$ cat config.mk
export PLATFORM = sky130hd
export DESIGN_NAME = lwf_port_flat
export DESIGN_NICKNAME = d
export VERILOG_FILES = /design/src/pkg/lwf_pkg.sv /design/src/pkg/lwf_if.sv /design/src/lwf_width_sel.sv /design/src/lwf_port.sv /design/src/flat_wrapper.sv
export SDC_FILE = /design/constraint.sdc
export NUM_CORES = 1
export LEC_CHECK = 0
export BUFFER_PORTS_ARGS = -buffer_cell sky130_fd_sc_hd__buf_2
export CELL_PAD_IN_SITES_DETAIL_PLACEMENT = 0
export CELL_PAD_IN_SITES_GLOBAL_PLACEMENT = 1
export CORE_MARGIN = 2
export CORE_UTILIZATION = 43
export CTS_CLUSTER_SIZE = 25
export DETAILED_ROUTE_END_ITERATION = 16
export PLACE_DENSITY_LB_ADDON = 0.1
export SYNTH_ARGS = -nofsm -noshare
export SYNTH_HDL_FRONTEND = slang
export SYNTH_SLANG_ARGS = --single-unit
$ cat constraint.sdc
create_clock -name clock_i -period 4.06 [get_ports clock_i]
set_input_delay 1.015 -clock clock_i [delete_from_list [all_inputs] [get_ports clock_i]]
set_output_delay 1.015 -clock clock_i [all_outputs]
set_load 0.02 [all_outputs]
$ cat src/pkg/lwf_pkg.sv
/*
 * Shared constants and types for the lane-width fallback and turnoff
 * handshake: lane counts, width codes, speed codes, state codes.
 * Assumes both ends are clocked by one 125 MHz clock.
 */
`default_nettype none
package lwf_pkg;
    localparam int unsigned LANES_MAX = 8;
    // width codes: one-hot lane counts
    localparam logic [3:0] WID_X1 = 4'h1;
    localparam logic [3:0] WID_X2 = 4'h2;
    localparam logic [3:0] WID_X4 = 4'h4;
    localparam logic [3:0] WID_X8 = 4'h8;
    localparam logic [3:0] WID_NONE = 4'h0;
    // speed codes
    localparam logic [1:0] SPD_GEN1 = 2'h0;
    localparam logic [1:0] SPD_GEN2 = 2'h1;
    localparam logic [1:0] SPD_GEN3 = 2'h2;
    // reset values
    localparam logic [7:0] LANE_MASK_RST = 8'h00;

    typedef enum logic [3:0] {
        LWF_DOWN   = 4'h1,
        LWF_UP     = 4'h2,
        LWF_RECOV  = 4'h4,
        LWF_FAILED = 4'h8
    } lwf_link_t;

    typedef enum logic [2:0] {
        LWF_TO_IDLE = 3'h1,
        LWF_TO_REQ  = 3'h2,
        LWF_TO_DONE = 3'h4
    } lwf_turnoff_t;

    typedef enum logic [2:0] {
        LWF_AP_RUN  = 3'h1,
        LWF_AP_STOP = 3'h2,
        LWF_AP_OFF  = 3'h4
    } lwf_app_t;
endpackage : lwf_pkg
`default_nettype wire

$ cat src/pkg/lwf_if.sv
/*
 * Carrier between the port (device end) and the link partner plus user
 * application (other end). Single clock domain, no tristate.
 */
`default_nettype none
interface lwf_if (
    input wire logic clock_i,
    input wire logic reset_i
);
    // link side
    logic [3:0] partner_width;   // partner advertised width
    logic [1:0] partner_speed;   // partner max speed
    logic       partner_reversed;
    logic       partner_lane0_ok; // partner lane 0 connected
    logic       turnoff_msg;     // one-cycle pulse: turnoff broadcast
    logic       turnoff_ack_msg; // one-cycle pulse: ack back upstream
    // application side
    logic       turnoff_notice;  // request flag to application
    logic       turnoff_consent; // application consent level

    modport dev (
        input  clock_i, reset_i, partner_width, partner_speed,
               partner_reversed, partner_lane0_ok, turnoff_msg,
               turnoff_consent,
        output turnoff_ack_msg, turnoff_notice
    );
    modport far (
        input  clock_i, reset_i, turnoff_ack_msg, turnoff_notice,
        output partner_width, partner_speed, partner_reversed,
               partner_lane0_ok, turnoff_msg, turnoff_consent
    );
endinterface : lwf_if
`default_nettype wire

$ cat src/lwf_width_sel.sv
/*
 * Combinational width chooser: widest power-of-two contiguous lane set
 * from lane 0 within a cap and a mask of working lanes.
 * Assumes the caller registers the result.
 */
`default_nettype none
module lwf_width_sel (
    input  wire logic [3:0] cap_i,
    input  wire logic [7:0] good_i,
    output logic      [3:0] width_o
);
    always_comb begin
        width_o = lwf_pkg::WID_NONE;
        if (good_i[0]) begin
            width_o = lwf_pkg::WID_X1;
            if (cap_i >= lwf_pkg::WID_X2 && &good_i[1:0]) begin
                width_o = lwf_pkg::WID_X2;
            end
            if (cap_i >= lwf_pkg::WID_X4 && &good_i[3:0]) begin
                width_o = lwf_pkg::WID_X4;
            end
            if (cap_i >= lwf_pkg::WID_X8 && &good_i[7:0]) begin
                width_o = lwf_pkg::WID_X8;
            end
        end
    end
endmodule : lwf_width_sel
`default_nettype wire

$ cat src/lwf_port.sv
/*
 * Device end: lane-width training, downshift, fault recovery without
 * re-widening, reversal support check, speed fallback and the turnoff
 * handshake toward the user application.
 * Assumes the far end drives the link fields synchronously to clock_i.
 * Clock and reset arrive through the carrier's dev modport.
 * Lane health and partner fields are levels; a lost width comes back
 * only through link_retrain_i. All outputs are registered, and the
 * turnoff handshake runs once per reset.
 */
`default_nettype none
module lwf_port #(
    parameter logic [3:0] OWN_WIDTH = 4'h8,
    parameter logic [1:0] OWN_SPEED = 2'h2
) (
    lwf_if.dev              link,
    input  wire logic [7:0] lane_ok_i,     // per-lane health
    input  wire logic       link_retrain_i, // full link-down restart
    output logic      [3:0] width_o,
    output logic      [1:0] speed_o,
    output logic      [7:0] lane_active_o,
    output logic            link_up_o,
    output logic            link_failed_o,
    output logic            reversed_o
);
    lwf_pkg::lwf_link_t    link_q, link_d;
    lwf_pkg::lwf_turnoff_t to_q, to_d;
    logic [3:0] width_q, width_d, cap_q, cap_d, sel_w, neg_w;
    logic [1:0] speed_q, speed_d;
    logic [7:0] act_q, act_d;
    logic       rev_q, rev_d, notice_q, notice_d, ack_q, ack_d;
    logic       up_q, up_d, fail_q, fail_d;

    // smaller of both advertised widths
    assign neg_w = (link.partner_width < OWN_WIDTH) ?
                   link.partner_width : OWN_WIDTH;

    lwf_width_sel u_sel (
        .cap_i   (cap_q),
        .good_i  (lane_ok_i),
        .width_o (sel_w)
    );

    always_comb begin
        link_d  = link_q;
        width_d = width_q;
        cap_d   = cap_q;
        speed_d = speed_q;
        rev_d   = rev_q;
        case (link_q)
            lwf_pkg::LWF_DOWN: begin
                cap_d = neg_w;
                speed_d = (link.partner_speed < OWN_SPEED) ?
                          link.partner_speed : OWN_SPEED;
                rev_d = link.partner_reversed;
                if (link.partner_reversed && neg_w != OWN_WIDTH) begin
                    link_d  = lwf_pkg::LWF_FAILED;
                    width_d = lwf_pkg::WID_NONE;
                end else if (!link.partner_lane0_ok) begin
                    link_d  = lwf_pkg::LWF_FAILED;
                    width_d = lwf_pkg::WID_NONE;
                end else if (neg_w != lwf_pkg::WID_NONE) begin
                    link_d = lwf_pkg::LWF_RECOV;
                end
            end
            lwf_pkg::LWF_RECOV: begin
                // train to widest viable set under current cap
                width_d = sel_w;
                cap_d   = sel_w;
                // a narrowed width never keeps reversal
                if (sel_w != OWN_WIDTH) begin
                    rev_d = 1'b0;
                end
                if (sel_w == lwf_pkg::WID_NONE) begin
                    link_d = lwf_pkg::LWF_FAILED;
                end else begin
                    link_d = lwf_pkg::LWF_UP;
                end
            end
            lwf_pkg::LWF_UP: begin
                if (!lane_ok_i[0]) begin
                    link_d  = lwf_pkg::LWF_FAILED;
                    width_d = lwf_pkg::WID_NONE;
                end else if (sel_w != width_q) begin
                    // only narrower is possible since cap tracks width
                    link_d = lwf_pkg::LWF_RECOV;
                    rev_d  = 1'b0;
                end
            end
            lwf_pkg::LWF_FAILED: begin
                width_d = lwf_pkg::WID_NONE;
            end
            default: begin
                link_d = lwf_pkg::LWF_DOWN;
            end
        endcase
        if (link_retrain_i) begin
            link_d  = lwf_pkg::LWF_DOWN;
            width_d = lwf_pkg::WID_NONE;
            rev_d   = 1'b0;
        end
    end

    // lane enable map, contiguous from lane 0
    for (genvar g = 0; g < lwf_pkg::LANES_MAX; g++) begin : g_lane
        assign act_d[g] = (g < int'(width_d));
    end

    always_comb begin
        up_d   = (link_d == lwf_pkg::LWF_UP);
        fail_d = (link_d == lwf_pkg::LWF_FAILED);
    end

    always_ff @(posedge link.clock_i or posedge link.reset_i) begin
        if (link.reset_i) begin
            link_q  <= lwf_pkg::LWF_DOWN;
            width_q <= lwf_pkg::WID_NONE;
            cap_q   <= lwf_pkg::WID_NONE;
            speed_q <= lwf_pkg::SPD_GEN1;
            rev_q   <= 1'b0;
            act_q   <= lwf_pkg::LANE_MASK_RST;
            up_q    <= 1'b0;
            fail_q  <= 1'b0;
        end else begin
            link_q  <= link_d;
            width_q <= width_d;
            cap_q   <= cap_d;
            speed_q <= speed_d;
            rev_q   <= rev_d;
            act_q   <= act_d;
            up_q    <= up_d;
            fail_q  <= fail_d;
        end
    end

    // turnoff handshake
    always_comb begin
        to_d     = to_q;
        notice_d = notice_q;
        ack_d    = 1'b0;
        case (to_q)
            lwf_pkg::LWF_TO_IDLE: begin
                if (link.turnoff_msg) begin
                    to_d     = lwf_pkg::LWF_TO_REQ;
                    notice_d = 1'b1;
                end
            end
            lwf_pkg::LWF_TO_REQ: begin
                if (link.turnoff_consent) begin
                    to_d     = lwf_pkg::LWF_TO_DONE;
                    notice_d = 1'b0;
                    ack_d    = 1'b1;
                end
            end
            lwf_pkg::LWF_TO_DONE: begin
                // stays here until reset: power is about to go
            end
            default: begin
                to_d     = lwf_pkg::LWF_TO_IDLE;
                notice_d = 1'b0;
            end
        endcase
    end

    always_ff @(posedge link.clock_i or posedge link.reset_i) begin
        if (link.reset_i) begin
            to_q     <= lwf_pkg::LWF_TO_IDLE;
            notice_q <= 1'b0;
            ack_q    <= 1'b0;
        end else begin
            to_q     <= to_d;
            notice_q <= notice_d;
            ack_q    <= ack_d;
        end
    end

    assign link.turnoff_notice  = notice_q;
    assign link.turnoff_ack_msg = ack_q;
    // clock_i is the fixed user clock; width changes never touch it
    assign width_o       = width_q;
    assign speed_o       = speed_q;
    assign lane_active_o = act_q;
    assign link_up_o     = up_q;
    assign link_failed_o = fail_q;
    assign reversed_o    = rev_q;
endmodule : lwf_port
`default_nettype wire

$ cat src/flat_wrapper.sv
// flat-port wrapper written by rule: the top's interface ports become plain ports
module lwf_port_flat 
#(
    parameter logic [3:0] OWN_WIDTH = 4'h8,
    parameter logic [1:0] OWN_SPEED = 2'h2
)
  (lane_ok_i, link_retrain_i, width_o, speed_o, lane_active_o, link_up_o, link_failed_o, reversed_o, clock_i, reset_i, link_partner_width, link_partner_speed, link_partner_reversed, link_partner_lane0_ok, link_turnoff_msg, link_turnoff_consent, link_turnoff_ack_msg, link_turnoff_notice);
  lwf_if link_i (.clock_i(clock_i), .reset_i(reset_i));
  input  wire logic [7:0] lane_ok_i;
  input  wire logic link_retrain_i;
  output logic      [3:0] width_o;
  output logic      [1:0] speed_o;
  output logic      [7:0] lane_active_o;
  output logic link_up_o;
  output logic link_failed_o;
  output logic reversed_o;
  input wire logic clock_i;
  input wire logic reset_i;
  input wire logic [$bits(link_i.partner_width)-1:0] link_partner_width;
  input wire logic [$bits(link_i.partner_speed)-1:0] link_partner_speed;
  input wire logic [$bits(link_i.partner_reversed)-1:0] link_partner_reversed;
  input wire logic [$bits(link_i.partner_lane0_ok)-1:0] link_partner_lane0_ok;
  input wire logic [$bits(link_i.turnoff_msg)-1:0] link_turnoff_msg;
  input wire logic [$bits(link_i.turnoff_consent)-1:0] link_turnoff_consent;
  output wire logic [$bits(link_i.turnoff_ack_msg)-1:0] link_turnoff_ack_msg;
  output wire logic [$bits(link_i.turnoff_notice)-1:0] link_turnoff_notice;
  assign link_i.partner_width = link_partner_width;
  assign link_i.partner_speed = link_partner_speed;
  assign link_i.partner_reversed = link_partner_reversed;
  assign link_i.partner_lane0_ok = link_partner_lane0_ok;
  assign link_i.turnoff_msg = link_turnoff_msg;
  assign link_i.turnoff_consent = link_turnoff_consent;
  assign link_turnoff_ack_msg = link_i.turnoff_ack_msg;
  assign link_turnoff_notice = link_i.turnoff_notice;
  lwf_port #(.OWN_WIDTH(OWN_WIDTH), .OWN_SPEED(OWN_SPEED)) u_core (.link(link_i), .lane_ok_i(lane_ok_i), .link_retrain_i(link_retrain_i), .width_o(width_o), .speed_o(speed_o), .lane_active_o(lane_active_o), .link_up_o(link_up_o), .link_failed_o(link_failed_o), .reversed_o(reversed_o));
endmodule
==> results.py <==
metrics = {
    "outcome": {
        "status": "completed",
    },
    "routing": {
        "drc": 0,
        "final_antenna_net_count": 0,
        "first_pass_iters": 4,
        "drt_iter0_drc": 102,
        "viasPerCell": 5.37,
        "wirelength_um": 3320,
        "wl_per_cell_um": 14.2,
        "vias": 1251,
    },
    "clock_network": {
        "clkTransAtPathRegs_ns": 0.14,
        "htree_levels": 1,
        "hold_buffers": 0,
        "cts_made_buffers": 3,
        "tritoncts": "yes",
        "post-cts-setup-buffers": 0,
        "clk_latency_ns": 0.32,
        "post_cts_resized": 0,
        "clk_path_buf_depth": 2,
        "cts_root_buffer": "clkbuf_4",
        "cts_sinks": 28,
    },
    "power_and_ir_drop": {
        "power_density_nw_per_um2": 423,
        "vdd.ir_drop.worst_mv": 0.190,
        "total_power_uw": 760,
        "cellLeakagePower_nw": 0.878,
    },
    "cells_and_area": {
        "nets": 209,
        "syn_to_final_growth_pct": 15.1,
        "final_core_util": 0.526,
        "drive_above_1_share": 0.321,
        "final_area_sq_um": 1800,
        "antenna_cells": 0,
    },
    "sta": {
        "rsz0062_at_grt": "no",
        "period_needed_ns": 2.29,
        "setup_viol": 0,
        "fin_crit_sh": 0.565,
        "max_slew_margin": 0.303,
        "finClkSkew_ns": 0.00268,
        "final_hold_viol_count": 0,
        "slew_viol_final": 0,
        "fin_setup_tns_ns": 0,
        "tightestPinTransition_ns": 1.04,
        "timing.hold.ws_ns": 0.508,
        "max_freq_mhz": 436,
    },
    "worst_setup_path": {
        "path_class": "primary input to flop",
        "reg2reg_slack_ns": 1.86,
        "path_max_fanout": 5,
        "slowest_stage": "or4b_1",
        "path_buf_inv": 1,
        "crit_chain": "buf_2 > or4b_1 > o211ai_2 > nor2_4 > a21oi_1 > o2111ai_1",
        "path_delay_family": "compound AO/OA/AOI/OAI gates",
        "regToRegStartpoint": "u_core.link_q[0]",
        "crit_cells": 6,
        "cp_data_arrival_time_ns": 2.49,
        "rr_worst_depth": 5,
        "slowest_delay_ns": 0.48,
        "start_kind": "primary input",
        "critical_path_required_ns": 4.26,
        "cp-end-kind": "flop",
        "r2r-end": "u_core.lane_active_o[0]",
    },
    "floorplanning": {
        "fp.dieW_um": 64.3,
        "ios": 40,
        "initial_core_util": 0.457,
        "num_rows": 21,
        "die_h_um": 64.3,
        "core_area_sq_um": 3420,
        "die_area_sq_um": 4130,
    },
    "placement": {
        "portBuffers": 39,
        "place_hpwl_um": 2500,
        "gp_congestion": 0.814,
        "placed_area_sq_um": 1770,
    },
    "run": {
        "drv_cap": 0,
    },
    "worst_hold_path": {
        "hold_depth": 2,
        "min_to": "u_core.speed_o[0]",
        "holdCritPathClass": "flop to flop",
        "hold_start": "u_core.speed_o[0]",
    },
    "synthesis": {
        "yosys_most_used_dff": "dfrtp_1",
        "synth_area_leader_cell": "dfrtp_1",
        "syn_area_sq_um": 1560,
        "syn_inst": 150,
        "postSynthAreaPerCell_sq_um": 10.4,
        "yosysUniqueCellTypes": 56,
        "synth_top_area_share": 0.417,
        "synth_edf_count": 0,
        "ys_async_sr_fraction": 1.00,
        "synth.top_cells.by_count": "26 x dfrtp_1, 12 x nor2_1, 11 x a21oi_1",
        "ys_ff_latch": 28,
        "synth_area_leaders": "dfrtp_1 42%, a21oi_1 3.5%, dfstp_2 3.4%",
        "ys_warn_count": 0,
        "yosysMostFrequentCell": "dfrtp_1",
        "synth_nets": 171,
        "seq_area_frac_synth": 0.450,
    },
    "global_routing": {
        "antenna_found_initial": 0,
        "grt_first_pass_wirelength_um": 5730,
        "grt_max_degree": 29,
        "grt_usage": 0.177,
        "gr-total-overflow": 0,
        "grt_pass1_vias": 1230,
    },
}
==> power by group <==
group          switching, mW  internal (mW)  total, mW  leakage (nW)
Combinational          0.149          0.102      0.250         0.491
Clock                 0.0792         0.0385      0.118        0.0150
Sequential            0.0587          0.333      0.392         0.372
Total                  0.287          0.474      0.760         0.878
==> layout make-up <==
class	count	area, sq um
Clock buffer	4	26.3
Inverter	10	37.5
Timing Repair Buffer	39	195
Tap cell	46	57.6
Fill cell	345	1620
Multi-Input combinational cell	106	778
Sequential cell	28	703
==> per-layer routing <==
metal | vias up | global-route usage | wire length [um]
met1 | 601 | 0.235 | 1490
met3 | 2 | 0.0246 | 157
met2 | 28 | 0.297 | 1650
li1 | 620 | - | -
met4 | 0 | 0.0559 | 20
met5 | - | 0 | 0
==> layout by cell type, fill, tap and decap left out, types with 2 or more instances in the layout <==
| cell | instances |
|---|---|
| a211oi_1 | 3 |
| a21oi_1 | 11 |
| buf_2 | 39 |
| clkbuf_4 | 3 |
| dfrtp_1 | 26 |
| dfstp_2 | 2 |
| inv_1 | 10 |
| nand2_1 | 6 |
| nand2b_1 | 4 |
| nand3_1 | 2 |
| nand4_1 | 2 |
| nor2_1 | 12 |
| nor2b_1 | 2 |
| nor3_1 | 2 |
| nor3b_1 | 5 |
| o211ai_1 | 2 |
| o21ai_0 | 8 |
| o21bai_1 | 4 |
| or4_1 | 2 |
| or4b_1 | 4 |
| xnor2_1 | 2 |
| xor2_1 | 3 |
==> worst max-delay path by stage <==
stage / slack [ns] / from / end
2_1_floorplan: 1.70 / lane_ok_i[0] / u_core.lane_active_o[4]
3_3_place_gp: 1.49 / lane_ok_i[0] / u_core.lane_active_o[0]
3_5_place_dp: 1.41 / lane_ok_i[0] / u_core.lane_active_o[0]
4_1_cts: 1.77 / lane_ok_i[0] / u_core.lane_active_o[0]
5_1_grt: 1.70 / lane_ok_i[0] / u_core.lane_active_o[0]
6_report: 1.77 / lane_ok_i[0] / u_core.lane_active_o[0]
==> sequential cells by signal (all words and copies together), names as in the netlist, 2 cells and up <==
name	flops
u_core.link_q	4
u_core.to_q	3
u_core.lane_active_o	8
u_core.width_o	3
u_core.cap_q	3
u_core.speed_o	2
==> worst reg2reg max path, stage by stage, from the launching register on <==
cell and delay [ns]:
dfstp_2 0.64, or4b_4 0.57, a21oi_2 0.31, nor2_4 0.09, a21oi_1 0.32, o2111ai_1 0.15
==> cell families (layout without fill, tap and decap cells) <==
logic type	count (synthesis)	after routing	synth area share
muxes	1	1	0.00721
xor gates and xnor gates	5	5	0.0280
buffers and inverters	16	53	0.0513
DFF	28	28	0.450
AOI/OAI and AO/OA	46	46	0.242
and+or+nand+nor	54	54	0.221
==> stage by stage <==
step                setup slack [ns]  instances
floorplan                       1.70        150
detailed placement              1.41        229
finish                          1.77        233
global placement                1.49        229
global route                    1.70        233
CTS                             1.77        233
Power figures use the tool's default switching activity.
